**config.mk**
```make
export PLATFORM = sky130hd
export DESIGN_NAME = lbbp_pwm
export DESIGN_NICKNAME = d
export VERILOG_FILES = /design/src/verilog/lbbp_pkg.sv /design/src/verilog/lbbp_prescaler.sv /design/src/verilog/lbbp_pwm.sv
export SDC_FILE = /design/constraint.sdc
export NUM_CORES = 1
export LEC_CHECK = 0
export ABC_AREA = 1
export BUFFER_PORTS_ARGS = -buffer_cell sky130_fd_sc_hd__buf_4
export CAP_MARGIN = 15
export CORE_UTILIZATION = 40
export CTS_CLUSTER_DIAMETER = 40
export DETAILED_ROUTE_END_ITERATION = 7
export SYNTH_ARGS = -nofsm -noshare
export SYNTH_HDL_FRONTEND = slang
export SYNTH_SLANG_ARGS = --single-unit
```
**constraint.sdc**
```tcl
create_clock -name clock -period 3.33 [get_ports clock]
set_input_delay 0.1665 -clock clock [delete_from_list [all_inputs] [get_ports clock]]
set_output_delay 0.1665 -clock clock [all_outputs]
set_load 0.01 [all_outputs]
```
**src/verilog/lbbp_pkg.sv**
```systemverilog
// Package with register map, field layout, reset values and types of the LED PWM block.
package lbbp_pkg;

   // Register byte offsets.
   localparam logic [7:0] ADDR_CFG    = 8'h00;
   localparam logic [7:0] ADDR_LIMITS = 8'h04;
   localparam logic [7:0] ADDR_DELAY  = 8'h08;
   localparam logic [7:0] ADDR_STEP   = 8'h0C;
   localparam logic [7:0] ADDR_STATUS = 8'h10;

   // Configuration register field positions.
   localparam int CFG_CTRL_LSB   = 0;
   localparam int CFG_CLKSRC_BIT = 2;
   localparam int CFG_RESET_BIT  = 7;
   localparam int CFG_RELOAD_LSB = 8;
   localparam int CFG_POL_BIT    = 16;

   // Limits, delay and step register field positions.
   localparam int LIM_MIN_LSB       = 0;
   localparam int LIM_MAX_LSB       = 8;
   localparam int DLY_PRESCALE_LSB  = 0;
   localparam int DLY_RAMP_LSB      = 12;
   localparam int STEP_SIZE_LSB     = 0;
   localparam int STEP_HOLD_MAX_LSB = 8;
   localparam int STEP_HOLD_MIN_LSB = 16;

   // Mode control encodings.
   localparam logic [1:0] CTRL_OFF     = 2'h0;
   localparam logic [1:0] CTRL_BREATHE = 2'h1;
   localparam logic [1:0] CTRL_BLINK   = 2'h2;
   localparam logic [1:0] CTRL_ON      = 2'h3;

   // Reset values and the full duty code.
   localparam logic [7:0]  WDT_RELOAD_RST = 8'h14;
   localparam logic [7:0]  DUTY_FULL      = 8'hFF;
   localparam logic [7:0]  MAX_RST        = 8'hFF;
   localparam logic [7:0]  STEP_RST       = 8'h01;
   localparam logic [11:0] PRESCALE_RST   = 12'h000;
   localparam logic [11:0] RAMP_RST       = 12'h000;
   localparam logic [7:0]  HOLD_RST       = 8'h00;

   typedef enum logic [1:0] {
      LBBP_RISE,
      LBBP_HOLD_MAX,
      LBBP_FALL,
      LBBP_HOLD_MIN
   } lbbp_breath_t;

   typedef struct packed {
      logic [7:0]  addr;
      logic [31:0] wdata;
      logic        wr;
      logic        rd;
   } lbbp_bus_t;

   typedef struct packed {
      logic        polarity;
      logic [7:0]  watchdog_reload;
      logic        clk_src;
      logic [1:0]  control;
   } lbbp_cfg_t;

endpackage

```
**src/verilog/lbbp_prescaler.sv**
```systemverilog
// Prescaler that pulses once every (limit plus one) input ticks.
`timescale 1ns/1ps
module lbbp_prescaler
   import lbbp_pkg::*;
#(
   parameter int WIDTH = 12
) (
   // Clock, reset and enable.
   input  wire logic             clock,
   input  wire logic             rstn,
   input  wire logic             ce,
   // Control.
   input  wire logic             clear,
   input  wire logic             tick,
   input  wire logic [WIDTH-1:0] limit,
   // Result.
   output logic                  expire
);

   typedef struct packed {
      logic [WIDTH-1:0] count;
   } lbbp_presc_st_t;

   lbbp_presc_st_t st;
   lbbp_presc_st_t next_st;

   always_comb begin
      next_st = st;
      if (clear) begin
         next_st.count = '0;
      end else if (tick) begin
         if (st.count >= limit) begin
            next_st.count = '0;
         end else begin
            next_st.count = st.count + WIDTH'(1);
         end
      end
   end

   // The pulse is combinational so the period counter steps in the same cycle as the tick.
   assign expire = !clear && tick && (st.count >= limit);

   always_ff @(posedge clock or negedge rstn) begin
      if (!rstn) begin
         st <= '0;
      end else if (ce) begin
         st <= next_st;
      end
   end

endmodule

```
**src/verilog/lbbp_pwm.sv**
```systemverilog
// LED blink, breathe and general purpose PWM with watchdog and register port.
// Notes on behaviour
// After reset the pin is active high: high when fully on, low when off.
// Polarity bit set to one inverts the pin level.
// Watchdog timeout interrupt is exactly one main clock cycle long.
// Control 00 off, 01 breathe, 10 blink or PWM by clock select, 11 on.
// General purpose PWM keeps requesting the main clock even under sleep.
// Slow clock modes keep running while the main clock is stopped.
// Power control asserts sleep request to every instance before deep sleep.
// Breathing timing comes from the 32.768 kHz tick only.
// In blinking the duty equals the programmed minimum, never ramped.
// Blinking period counter is an 8-bit up counter stepped by prescaler expiry.
// Blinking counter width is always 8 bits.
// Duty 00h keeps output off, FFh keeps it fully on.
// Blink prescale is the low delay field, duty the minimum field.
// Blink rate is slow clock over prescale plus one over 256.
// Prescale range gives blink rates from 128 Hz down to 0.03125 Hz.
// Hold times at maximum and minimum brightness are set independently.
// Output is on while the period counter is below the duty.
// Breathing ramps up to max, holds, ramps down to min, holds, repeats.
// Watchdog reloads on configuration or limits write; resets to 14h.
// Nonzero watchdog steps down per 5 Hz tick; at zero interrupt, force on.
// Reset clears counters and returns every field to its default.
// Prescaler counts slow ticks, advancing counter every prescale plus one ticks.
`timescale 1ns/1ps
module lbbp_pwm
   import lbbp_pkg::*;
#(
   parameter int PRESCALE_W = 12
) (
   // Clock, reset and enable.
   input  wire logic        clock,
   input  wire logic        rstn,
   input  wire logic        ce,
   // Time base ticks, one clock cycle each.
   input  wire logic        slow_tick,
   input  wire logic        wdt_tick,
   // Register port.
   input  wire lbbp_bus_t   bus,
   output logic [31:0]      rdata,
   // Power control.
   input  wire logic        sleep_req,
   output logic             main_clk_req,
   // Pin and event.
   output logic             pwm_out,
   output logic             pwm_watchdog_timeout
);

   typedef struct packed {
      lbbp_cfg_t               cfg;
      logic [7:0]              lim_min;
      logic [7:0]              lim_max;
      logic [PRESCALE_W-1:0]   low_delay_prescale;
      logic [11:0]             ramp_delay;
      logic [7:0]              step;
      logic [7:0]              hold_max;
      logic [7:0]              hold_min;
      logic [7:0]              duty;
      logic [7:0]              period_counter;
      logic [11:0]             ramp_cnt;
      logic [7:0]              hold_cnt;
      lbbp_breath_t            bstate;
      logic [7:0]              wdt;
      logic                    irq;
      logic                    pin;
      logic [31:0]             rdata;
   } lbbp_state_t;

   function automatic lbbp_state_t rst_state();
      lbbp_state_t s;
      s = '0;
      s.cfg.watchdog_reload = WDT_RELOAD_RST;
      s.cfg.control         = CTRL_OFF;
      s.lim_max             = MAX_RST;
      s.low_delay_prescale  = PRESCALE_W'(PRESCALE_RST);
      s.ramp_delay          = RAMP_RST;
      s.step                = STEP_RST;
      s.hold_max            = HOLD_RST;
      s.hold_min            = HOLD_RST;
      s.wdt                 = WDT_RELOAD_RST;
      s.bstate              = LBBP_RISE;
      return s;
   endfunction

   // Raw level before polarity, from the mode, the counter and the duty.
   function automatic logic duty_level(logic [1:0] ctrl, logic [7:0] cnt, logic [7:0] duty);
      logic lvl;
      lvl = 1'b0;
      case (ctrl)
         CTRL_OFF: lvl = 1'b0;
         CTRL_ON:  lvl = 1'b1;
         default:  lvl = (duty == DUTY_FULL) || (cnt < duty);
      endcase
      return lvl;
   endfunction

   localparam lbbp_state_t ST_RST = rst_state();

   lbbp_state_t st;
   lbbp_state_t next_st;

   logic is_off;
   logic is_breathe;
   logic is_blink;
   logic is_gp;
   logic presc_expire;
   logic period_step;
   logic period_wrap;
   logic ramp_tick;
   logic wdt_expire;
   logic [8:0] duty_sum;
   logic pin_level;
   logic soft_rst;

   assign is_off     = st.cfg.control == CTRL_OFF;
   assign is_breathe = st.cfg.control == CTRL_BREATHE;
   assign is_blink   = (st.cfg.control == CTRL_BLINK) && !st.cfg.clk_src;
   assign is_gp      = (st.cfg.control == CTRL_BLINK) && st.cfg.clk_src;

   // Blinking counts slow ticks; general purpose PWM counts every main clock cycle.
   lbbp_prescaler #(
      .WIDTH (PRESCALE_W)
   ) u_prescaler (
      .clock  (clock),
      .rstn   (rstn),
      .ce     (ce),
      .clear  (!(is_blink || is_gp)),
      .tick   (st.cfg.clk_src ? 1'b1 : slow_tick),
      .limit  (st.low_delay_prescale),
      .expire (presc_expire)
   );

   assign period_step = ((is_blink || is_gp) && presc_expire) || (is_breathe && slow_tick);
   assign period_wrap = period_step && (st.period_counter == 8'hFF);
   assign ramp_tick   = period_wrap && (st.ramp_cnt >= st.ramp_delay);
   assign wdt_expire  = is_gp && wdt_tick && (st.wdt == 8'h01);
   assign duty_sum    = {1'b0, st.duty} + {1'b0, st.step};
   assign soft_rst    = bus.wr && (bus.addr == ADDR_CFG) && bus.wdata[CFG_RESET_BIT];
   assign pin_level   = duty_level(st.cfg.control, st.period_counter, st.duty)
                        ^ st.cfg.polarity;

   always_comb begin
      next_st     = st;
      next_st.irq = 1'b0;
      // Off holds the period, ramp and hold counters and the duty at zero so a restart begins from a dark, known point.
      if (is_off) begin
         next_st.period_counter = 8'h00;
         next_st.duty           = 8'h00;
         next_st.ramp_cnt       = 12'h000;
         next_st.hold_cnt       = 8'h00;
         next_st.bstate         = LBBP_RISE;
      end else if (period_step) begin
         next_st.period_counter = st.period_counter + 8'h01;
      end
      if (is_blink || is_gp) begin
         next_st.duty = st.lim_min;
      end
      if (is_breathe && period_wrap) begin
         next_st.ramp_cnt = ramp_tick ? 12'h000 : st.ramp_cnt + 12'h001;
      end
      if (is_breathe && ramp_tick) begin
         case (st.bstate)
            LBBP_RISE: begin
               if (duty_sum >= {1'b0, st.lim_max}) begin
                  next_st.duty     = st.lim_max;
                  next_st.hold_cnt = 8'h00;
                  next_st.bstate   = LBBP_HOLD_MAX;
               end else begin
                  next_st.duty = duty_sum[7:0];
               end
            end
            LBBP_HOLD_MAX: begin
               if (st.hold_cnt >= st.hold_max) begin
                  next_st.bstate = LBBP_FALL;
               end else begin
                  next_st.hold_cnt = st.hold_cnt + 8'h01;
               end
            end
            LBBP_FALL: begin
               if ({1'b0, st.duty} <= {1'b0, st.lim_min} + {1'b0, st.step}) begin
                  next_st.duty     = st.lim_min;
                  next_st.hold_cnt = 8'h00;
                  next_st.bstate   = LBBP_HOLD_MIN;
               end else begin
                  next_st.duty = st.duty - st.step;
               end
            end
            LBBP_HOLD_MIN: begin
               if (st.hold_cnt >= st.hold_min) begin
                  next_st.bstate = LBBP_RISE;
               end else begin
                  next_st.hold_cnt = st.hold_cnt + 8'h01;
               end
            end
            default: next_st.bstate = LBBP_RISE;
         endcase
      end
      if (is_gp && wdt_tick && (st.wdt != 8'h00)) begin
         next_st.wdt = st.wdt - 8'h01;
      end
      // Registered pin, inverted when the polarity bit is set.
      next_st.pin = pin_level;
      // Read data stand only in the cycle after the strobe.
      next_st.rdata = 32'h0000_0000;
      if (bus.rd) begin
         case (bus.addr)
            ADDR_CFG:    next_st.rdata = {15'h0000, st.cfg.polarity, st.cfg.watchdog_reload,
                                          5'h00, st.cfg.clk_src, st.cfg.control};
            ADDR_LIMITS: next_st.rdata = {16'h0000, st.lim_max, st.lim_min};
            ADDR_DELAY:  next_st.rdata = {8'h00, st.ramp_delay,
                                          12'(st.low_delay_prescale)};
            ADDR_STEP:   next_st.rdata = {8'h00, st.hold_min, st.hold_max, st.step};
            ADDR_STATUS: next_st.rdata = {5'h00, st.pin, st.bstate, st.wdt,
                                          st.period_counter, st.duty};
            default:     next_st.rdata = 32'h0000_0000;
         endcase
      end
      if (bus.wr) begin
         case (bus.addr)
            ADDR_CFG: begin
               if (bus.wdata[CFG_RESET_BIT]) begin
                  next_st = ST_RST;
               end else begin
                  next_st.cfg.control         = bus.wdata[CFG_CTRL_LSB +: 2];
                  next_st.cfg.clk_src         = bus.wdata[CFG_CLKSRC_BIT];
                  next_st.cfg.watchdog_reload = bus.wdata[CFG_RELOAD_LSB +: 8];
                  next_st.cfg.polarity        = bus.wdata[CFG_POL_BIT];
                  next_st.wdt                 = bus.wdata[CFG_RELOAD_LSB +: 8];
               end
            end
            ADDR_LIMITS: begin
               next_st.lim_min = bus.wdata[LIM_MIN_LSB +: 8];
               next_st.lim_max = bus.wdata[LIM_MAX_LSB +: 8];
               next_st.wdt     = st.cfg.watchdog_reload;
            end
            ADDR_DELAY: begin
               next_st.low_delay_prescale = bus.wdata[DLY_PRESCALE_LSB +: PRESCALE_W];
               next_st.ramp_delay         = bus.wdata[DLY_RAMP_LSB +: 12];
            end
            ADDR_STEP: begin
               next_st.step     = bus.wdata[STEP_SIZE_LSB +: 8];
               next_st.hold_max = bus.wdata[STEP_HOLD_MAX_LSB +: 8];
               next_st.hold_min = bus.wdata[STEP_HOLD_MIN_LSB +: 8];
            end
            default: next_st.cfg = next_st.cfg;
         endcase
      end
      // Expiry wins over a same-cycle configuration write so the event is never lost.
      if (wdt_expire) begin
         next_st.irq         = 1'b1;
         next_st.cfg.control = CTRL_ON;
      end
   end

   always_ff @(posedge clock or negedge rstn) begin
      if (!rstn) begin
         st <= ST_RST;
      end else if (ce) begin
         st <= next_st;
      end
   end

   assign rdata                = st.rdata;
   assign pwm_out              = st.pin;
   // With a frozen enable the pulse could stretch; the enable is expected high in PWM use.
   assign pwm_watchdog_timeout = st.irq;
   // Slow clock modes only need the main clock for register access, so sleep may stop it.
   assign main_clk_req         = is_gp || !sleep_req;
endmodule

```
==> results of run 1 <==
[final cells by class]
cell class / count / area [um^2] / share of cell area, %
Timing Repair Buffer: 116 / 895 / 6.76
Multi-Input combinational cell: 1057 / 6240 / 47.2
Tap cell: 378 / 473 / 3.57
Clock buffer: 18 / 439 / 3.32
Clock inverter: 14 / 193 / 1.46
Inverter: 240 / 903 / 6.82
Sequential cell: 163 / 4100 / 30.9
[path summary, 6_finish.rpt]
path / depth (start not counted) / from / slack (ns) / endpoint
worst min-delay path: 3 / bus[13] / -0.002 / st[150]$_DFFE_PN0P_
worst min register to register: 2 / pwm_watchdog_timeout$_DFFE_PN0P_ / 0.49 / pwm_watchdog_timeout$_DFFE_PN0P_
min in group asynchronous: 2 / rstn / 0.27 / st[114]$_DFFE_PN0P_
worst max register to register: 21 / st[100]$_DFFE_PN0P_ / 0.1 / st[76]$_DFFE_PN0P_
max in group asynchronous: 3 / rstn / 2.09 / st[128]$_DFFE_PN1P_
worst max-delay path: 21 / st[100]$_DFFE_PN0P_ / 0.1 / st[76]$_DFFE_PN0P_
[cell usage after synthesis, drive strengths merged (3+ instances only)]
library cell	n
nand2	345
inv	240
dfrtp	150
nor2	110
ha	97
o21ai	92
o22ai	89
nand3	85
a21oi	74
buf	58
nand4	34
xor2	30
clkbuf	14
dfstp	13
nor3	11
o31ai	10
xnor2	9
a21boi	8
a221oi	7
o211ai	7
a22oi	6
o21a	5
a211oi	4
o2111ai	4
o221ai	4
or2	4
fa	3
nor4	3
o32ai	3
[flip-flops by register name, indices dropped and copies added (netlist names)]
| signal | count |
|---|---|
| st | 122 |
| rdata | 27 |
| u_prescaler.st | 12 |
| pwm_out | 1 |
| pwm_watchdog_timeout | 1 |
[routing by layer]
| metal | up-vias | track usage (%) | share of wire (%) | routed length [um] |
|---|---|---|---|---|
| met1 | 5130 | 35.4 | 46 | 16600 |
| met4 | 0 | 8.20 | 2.3 | 825 |
| met2 | 372 | 39.4 | 45 | 16400 |
| met5 | - | 0 | 0 | 0 |
| li1 | 5182 | - | - | - |
| met3 | 60 | 4.17 | 6.4 | 2320 |
[metrics by stage]
| step | instance area [um^2] | power, mW |
|---|---|---|
| after floorplan | 11600 | 2.69 |
| after detailed placement | 12400 | 3.01 |
| after global placement | 12400 | 2.99 |
| after CTS | 13100 | 5.15 |
| after global routing | 13200 | 5.42 |
| final | 13200 | 5.20 |
[worst register-to-register path, cell delays in order (launching register included)]
cell,delay (ns)
dfrtp_1,0.43
inv_1,0.12
ha_1,0.47
inv_1,0.08
nand2_1,0.06
nand2_1,0.06
a21oi_1,0.19
nand3_1,0.12
nand2_1,0.11
inv_1,0.05
ha_1,0.18
nor2_1,0.08
o21ai_0,0.16
a41oi_2,0.28
buf_4,0.19
nand4_1,0.12
nand3_1,0.12
nand3_1,0.08
nand2_1,0.08
nand2_1,0.06
nand2_1,0.05
nand2_1,0.05
[power by group through the flow]
| stage | Combinational (mW) | Clock [mW] | Sequential (mW) |
|---|---|---|---|
| after global placement | 0.810 | 0 | 2.18 |
| after global routing | 1.01 | 2.25 | 2.16 |
| final | 0.900 | 2.15 | 2.15 |
| after CTS | 0.833 | 2.17 | 2.15 |
| after floorplan | 0.529 | 0 | 2.16 |
| after detailed placement | 0.823 | 0 | 2.18 |
[cell families after synthesis]
kind of cell / Yosys count / synth area share, %
fa+ha+maj: 100 / 11.0
other cells: 1 / 0.0323
flops: 163 / 35.3
xor+xnor: 39 / 2.94
compound gates: 315 / 16.3
simple gates: 598 / 22.5
buf+inv: 312 / 11.9
[timing repair]
item / in CTS / in global routing
gates cloned: 0 / 1
hold buffers: 5 / 0
gates resized for setup: 1 / 24
buffers inserted: 0 / 1
pin swaps: 0 / 2
endpoints found under the setup margin: 1 / 18
hold endpoints to repair: 55 / 0
==> qor.log, run 1 <==
qor: place.globalplace.congestion 0.901
qor: timing.layout_min_cycle_time 3.23 ns
qor: route.route.detailed.drc 0
qor: clock_tree.ctsRootBufferMaster clkbuf_16
qor: synth.synth_warnings 0
qor: global_routing.grt_start_max_net_pins 65
qor: pwr.combPwrFrac 17.3%
qor: worst_setup_path.cpPeakStageDelay 0.47 ns
qor: pwr.sequentialPowerShare 41.4%
qor: route.postRouteAntennaNets 0
qor: clock_tree.htree_num_levels 4
qor: timing.worst_slack 0.0958 ns
qor: clock_tree.clock-sinks 163
qor: final_layout.layout_commonest_cell nand2_1
qor: synth.synthesis.instances 1528
qor: synth.syn_avg_cell_area 7.59 um^2
qor: global_routing.grt_util_all_layers 25.2%
qor: timing.hold_ws -0.00218 ns
qor: timing.worst-slew-pin-transition 0.750 ns
qor: place.dp_worst_setup_slack 0.00297 ns
qor: route.drt_iter0_markers 1015
qor: worst_setup_path.timing.critical_path.max_delay_family simple AND/OR/NAND/NOR gates
qor: final_layout.area_growth 14.1%
qor: worst_setup_path.crit_path_cell_trace inv_1, ha_1, inv_1, nand2_1, nand2_1, a21oi_1, nand3_1, nand2_1, inv_1, ha_1, nor2_1, o21ai_0, a41oi_2, buf_4, nand4_1, nand3_1, nand3_1, nand2_1, nand2_1, nand2_1, nand2_1
qor: floorplan.floorplan.die.width 172 um
qor: synth.cell_area_synth 11600 um^2
qor: global_routing.number_of_antenna_violations_at_the_first_check_in_global_routing 0
qor: final_layout.layout_utilization 47.0%
qor: outcome.violations hold timing
qor: job.drv_cap 0
qor: pwr.static-leakage-power 6.69 nW
qor: pwr.irDropWorstVdd 0.389 mV
qor: route.post_drt_wl_per_cell 18.2 um
qor: worst_setup_path.arrival_time_of_data_at_the_critical_path_endpoint 3.56 ns
qor: route.avgViaCountPerCell 5.41
qor: synth.ys_seq_elements 163
qor: route.detail_route.wirelength 36100 um
qor: worst_setup_path.timing_worst_setup_path_type register to register
qor: pwr.switching_share 30.1%
qor: synth.synthDominantCellAreaShare 32.4%
qor: route.vias 10700
qor: final_layout.finalNetCount 1743
qor: floorplan.floorplan.rows 61
qor: floorplan.floorplan.initialDensity 41.2%
qor: final_layout.post_layout_nonfiller_instances 1986
qor: timing.max-slew-margin-rel 49.7%
qor: pwr.switching_pwr 1.56 mW
qor: timing.worst_clock_skew 0.0127 ns
qor: pwr.powerDensity 393 nW/um^2
qor: timing.final_hold_violation_count 1
qor: timing.finalSetupViolCount 0
qor: final_layout.most_frequent_cells_in_the_layout nand2_1 (331), inv_1 (229), dfrtp_1 (150), buf_4 (108), nor2_1 (102)
qor: floorplan.fp.dieH 172 um
qor: timing.timing.final.crit_share 97.1%
qor: synth.netlist_top_cells_area dfrtp_1 (32%), nand2_1 (11%), ha_1 (10%), inv_1 (7.4%), o22ai_1 (4.8%)
qor: worst_setup_path.setup.worst_path.start_class register
qor: worst_setup_path.path_buf_inv 4
qor: timing.clock.fmax 309 MHz
qor: place.post-place-cells 1947
qor: route.firstDrtPassIters 8
qor: floorplan.num_io_pins 83
qor: floorplan.floorplan.die_area 29700 um^2
qor: worst_setup_path.timing.critical_path.mode_cell nand2_1
qor: final_layout.fillCellCount 2769
qor: hold_path.hold_class input port to register
qor: final_layout.n_antenna_cell 0
qor: synth.async_flop_share 100%
qor: synth.synthDominantAreaCellType dfrtp_1
qor: clock_tree.tritoncts.num_buffers 17
qor: final_layout.drive_above_1_share 13.2%
qor: place.post-dp-hpwl 27400 um
qor: worst_setup_path.crit_fanout 6
qor: clock_tree.clkLatencyLatePin 0.45 ns
qor: worst_setup_path.critPathRequiredTime 3.66 ns
qor: clock_tree.tritoncts_clock_tree yes
qor: worst_setup_path.critical_path_endpoint_category register
qor: timing.setup_total_negative_slack 0 ns
qor: synth.yosysUniqueCellTypes 55
qor: global_routing.grt_pass1_vias 10100
qor: pwr.power.clock.fraction 41.3%
qor: clock_tree.max-clock-path-buffers 2
qor: place.io_buffer_count 69
qor: floorplan.core_region_area 28200 um^2
qor: worst_setup_path.crit_path_top_delay_cell ha_1
qor: synth.number_of_flops_mapped_to_enable_cells_by_yosys 0
qor: outcome.outcome finished, violations left
qor: synth.synth.yosys.seq_area_share 35.3%
qor: synth.yosys_most_used_dff dfrtp_1
qor: timing.slew_violations 0
qor: global_routing.grt_pass1_wl 56600 um
qor: global_routing.grt.overflow.total 0
qor: clock_tree.clkSlewWorstSetupHoldPaths 0.07 ns
qor: pwr.cell_internal_pwr 3.63 mW
Power figures use the tool's default switching activity.
==> run 2, diff against run 1 <==
--- a/config.mk
+++ b/config.mk
@@ -5,7 +5,6 @@
 export SDC_FILE = /design/constraint.sdc
 export NUM_CORES = 1
 export LEC_CHECK = 0
-export ABC_AREA = 1
 export BUFFER_PORTS_ARGS = -buffer_cell sky130_fd_sc_hd__buf_4
 export CAP_MARGIN = 15
 export CORE_UTILIZATION = 40
==> qor.log, run 2 <==
qor: final_layout.n_antenna_cell 0 [unchanged]
qor: global_routing.grt_pass1_vias 9346 [-7.6%]
qor: clock_tree.max-clock-path-buffers 2 [unchanged]
qor: final_layout.post_layout_nonfiller_instances 1647 [-17%]
qor: worst_setup_path.cpPeakStageDelay 0.58 ns [+0.11 ns]
qor: place.io_buffer_count 69 [unchanged]
qor: pwr.irDropWorstVdd 0.315 mV [-19%]
qor: worst_setup_path.timing.critical_path.mode_cell buf_6
qor: route.detail_route.wirelength 34300 um [-5.1%]
qor: synth.synthDominantAreaCellType dfrtp_1
qor: final_layout.layout_commonest_cell buf_4
qor: clock_tree.ctsRootBufferMaster clkbuf_16
qor: clock_tree.tritoncts_clock_tree yes
qor: timing.slew_violations 0 [unchanged]
qor: worst_setup_path.r2r_start st[96]$_DFFE_PN1P_
qor: final_layout.multi_input_area 6370 um^2 [+2.0%]
qor: global_routing.number_of_antenna_violations_at_the_first_check_in_global_routing 0 [unchanged]
qor: place.globalplace.congestion 0.892 [-1.1%]
qor: pwr.powerDensity 345 nW/um^2 [-12%]
qor: floorplan.fp.dieH 168 um [-2.4%]
qor: route.drt_iter0_markers 816 [-20%]
qor: final_layout.most_frequent_cells_in_the_layout buf_4 (151), dfrtp_1 (149), ha_1 (93), inv_1 (85), nand2_1 (81)
qor: place.dp_worst_setup_slack -0.336 ns [-0.339 ns]
qor: final_layout.area.sequential 4100 um^2 [about the same]
qor: final_layout.regMostFlops st
qor: final_layout.drive_above_1_share 20.5% [+7.3 points]
qor: synth.synth.yosys.seq_area_share 37.1% [+1.8 points]
qor: timing.setup_repair_after_global_routing_missed_its_margin yes
qor: timing.clock.fmax 287 MHz [-7.2%]
qor: synth.cell_area_synth 11000 um^2 [-4.9%]
qor: synth.number_of_flops_mapped_to_enable_cells_by_yosys 0 [unchanged]
qor: worst_setup_path.arrival_time_of_data_at_the_critical_path_endpoint 3.79 ns [+0.23 ns]
qor: route.vias 9704 [-9.7%]
qor: floorplan.floorplan.die.width 168 um [-2.4%]
qor: worst_setup_path.crit_path_top_delay_cell dfstp_2
qor: pwr.static-leakage-power 6.17 nW [-7.7%]
qor: route.postRouteAntennaNets 0 [unchanged]
qor: timing.setup_total_negative_slack -0.987 ns [-0.987 ns]
qor: clock_tree.clock-sinks 163 [unchanged]
qor: outcome.outcome finished, violations left
qor: final_layout.fillCellCount 2506 [-9.5%]
qor: place.post-place-cells 1580 [-19%]
qor: synth.synth_top_cells_by_count dfrtp_1 (150), ha_1 (97), inv_1 (86)
qor: clock_tree.htree_num_levels 4 [unchanged]
qor: timing.worst-slew-pin-transition 0.675 ns [-0.0754 ns]
qor: global_routing.grt.overflow.total 0 [unchanged]
qor: floorplan.floorplan.rows 60 [-1.6%]
qor: timing.worst_slack -0.155 ns [-0.251 ns]
qor: route.firstDrtPassIters 5 [-3]
qor: worst_setup_path.critical_path_endpoint_category register
qor: synth.synth_compound_gate_area_share 25.2% [+8.8 points]
qor: synth.netlist_top_cells_area dfrtp_1 (34%), ha_1 (11%), a22o_1 (5.2%), mux2i_1 (3.7%), o21ai_0 (3.7%)
qor: worst_setup_path.crit_path_start st[96]$_DFFE_PN1P_
qor: clock_tree.tritoncts.num_buffers 17 [unchanged]
qor: final_layout.flip_flop_count_of_the_largest_register_all_copies_and_words_added 122 [unchanged]
qor: timing.worst_clock_skew 0.0149 ns [+0.00229 ns]
qor: worst_setup_path.timing_worst_setup_path_type register to register
qor: worst_setup_path.timing.critical_path.max_delay_family adder cells
qor: timing.final_hold_violation_count 0 [-1]
qor: floorplan.floorplan.initialDensity 40.8% [-0.37 points]
qor: outcome.violations setup timing
qor: floorplan.num_io_pins 83 [unchanged]
qor: place.post-dp-hpwl 25500 um [-6.9%]
qor: hold_path.hold_class input port to register
qor: worst_setup_path.critPathRequiredTime 3.63 ns [-0.03 ns]
qor: floorplan.floorplan.die_area 28300 um^2 [-4.8%]
qor: global_routing.grt_pass1_wl 53800 um [-4.9%]
qor: global_routing.grt_util_all_layers 24.7% [-0.58 points]
qor: route.route.detailed.drc 0 [unchanged]
qor: timing.max-slew-margin-rel 54.9% [+5.2 points]
qor: worst_setup_path.crit_fanout 4 [-2]
qor: worst_setup_path.crit_path_cell_trace buf_6, ha_4, inv_2, fa_2, o21bai_4, a21oi_1, xor2_1, ha_1, nand4_1, and3_4, o21ai_4, buf_6, a21oi_4, buf_6, buf_4, mux2i_1, o22a_1, o21ai_1
qor: synth.yosys-mux-area-fraction 4.03% [+4.0 points]
qor: final_layout.area_growth 20.1%
qor: synth.synth_top_family_by_area compound AO/OA/AOI/OAI gates
qor: synth.yosys.area_share.adder 11.5% [+0.57 points]
qor: synth.async_flop_share 100% [unchanged]
qor: synth.syn_avg_cell_area 9.41 um^2 [+24%]
qor: worst_setup_path.path_buf_inv 5 [+1]
qor: synth.synthesized_area_fraction_occupied_by_xor_and_xnor_cells 1.59% [-1.4 points]
qor: job.drv_cap 0 [unchanged]
qor: synth.synthDominantCellAreaShare 34.0% [+1.7 points]
qor: worst_setup_path.setup.worst_path.start_class register
qor: synth.post-synth-top-count-cell dfrtp_1
qor: synth.synthesis.instances 1172 [-23%]
qor: route.avgViaCountPerCell 5.89 [+8.9%]
qor: timing.layout_min_cycle_time 3.49 ns [+0.251 ns]
qor: timing.timing.final.crit_share 105% [+7.5 points]
qor: floorplan.core_region_area 27000 um^2 [-4.0%]
qor: clock_tree.clkLatencyLatePin 0.44 ns [about the same]
qor: route.post_drt_wl_per_cell 20.8 um [+14%]
qor: timing.finalSetupViolCount 10 [+10]
qor: synth.yosysUniqueCellTypes 80 [+45%]
qor: hold_path.worstHoldStart bus[16]
qor: global_routing.grt_start_max_net_pins 66 [+1.5%]
qor: synth.synth_simple_gate_area_share 13.3% [-9.2 points]
qor: clock_tree.clkSlewWorstSetupHoldPaths 0.07 ns [about the same]
qor: synth.synth_warnings 0 [unchanged]
qor: final_layout.finalNetCount 1441 [-17%]
qor: synth.yosys_most_used_dff dfrtp_1
qor: synth.ys_seq_elements 163 [unchanged]
run 2: cell families after synthesis:
family / Yosys count
other: 1
DFF: 163
AOI/OAI and AO/OA: 392
and+or+nand+nor: 282
buffers and inverters: 170
muxes: 44
adders and majority gates: 100
xor gates and xnor gates: 20
run 2: where the power goes:
| group | switching [mW] | total (mW) | internal, mW |
|---|---|---|---|
| Combinational | 0.342 | 0.600 | 0.258 |
| Clock | 0.913 | 1.92 | 1.00 |
| Sequential | 0.0385 | 2.05 | 2.02 |
run 2: cell type report:
| cell class | instances | share of cell area [%] |
|---|---|---|
| repair buffers | 182 | 11.1 |
| well taps | 341 | 3.22 |
| clock inverters | 13 | 0.897 |
| inverters | 86 | 2.44 |
| clock buffers | 19 | 3.34 |
| flip-flops and latches | 163 | 30.9 |
| multi-input cells | 843 | 48.1 |
run 2: layer usage:
metal / up-vias / global-route usage (%) / share of wire, %
met5: - / 0 / 0
met4: 0 / 5.34 / 1.4
met3: 34 / 4.09 / 5.9
met2: 339 / 38.4 / 45
met1: 4781 / 35.9 / 48
li1: 4550 / - / -
run 2: worst paths after layout:
| kind | endpoint | slack (ns) | cells after the start |
|---|---|---|---|
| hold / removal | st[106]$_DFFE_PN0P_ | 0.01 | 2 |
| hold reg to reg | rdata[21]$_DFFE_PN0P_ | 0.49 | 1 |
| max in group asynchronous | st[128]$_DFFE_PN1P_ | 2.00 | 3 |
| min in group asynchronous | st[62]$_DFFE_PN0P_ | 0.30 | 2 |
| setup reg to reg | st[75]$_DFFE_PN0P_ | -0.16 | 18 |
| setup / recovery | st[75]$_DFFE_PN0P_ | -0.16 | 18 |
run 2: stage by stage:
stage	cell area [um^2]	hold slack [ns]	total power, mW	utilization (%)
floorplan	11100	-0.129	2.36	-
global placement	12100	0.188	2.60	44.9
detailed placement	12100	0.185	2.61	44.9
CTS	13000	0.000411	4.56	48.2
global route	13200	0.00126	4.72	49.0
finish	13200	0.00968	4.57	49.0
run 2: what timing repair did:
action	CTS	global route
buffers inserted	7	12
pin swaps	34	33
hold buffers	16	0
resized for setup	24	35
endpoints found under the hold margin	85	0
endpoints found under the setup margin	18	18
run 2: worst reg2reg max path, cell delays in order (launching register included):
cell and delay (ns):
dfstp_2 0.58, buf_6 0.11, ha_4 0.12, inv_2 0.04, fa_2 0.36, o21bai_4 0.15
a21oi_1 0.10, xor2_1 0.27, ha_1 0.31, nand4_1 0.11, and3_4 0.20, o21ai_4 0.06
buf_6 0.12, a21oi_4 0.21, buf_6 0.15, buf_4 0.11, mux2i_1 0.17, o22a_1 0.13
o21ai_1 0.06
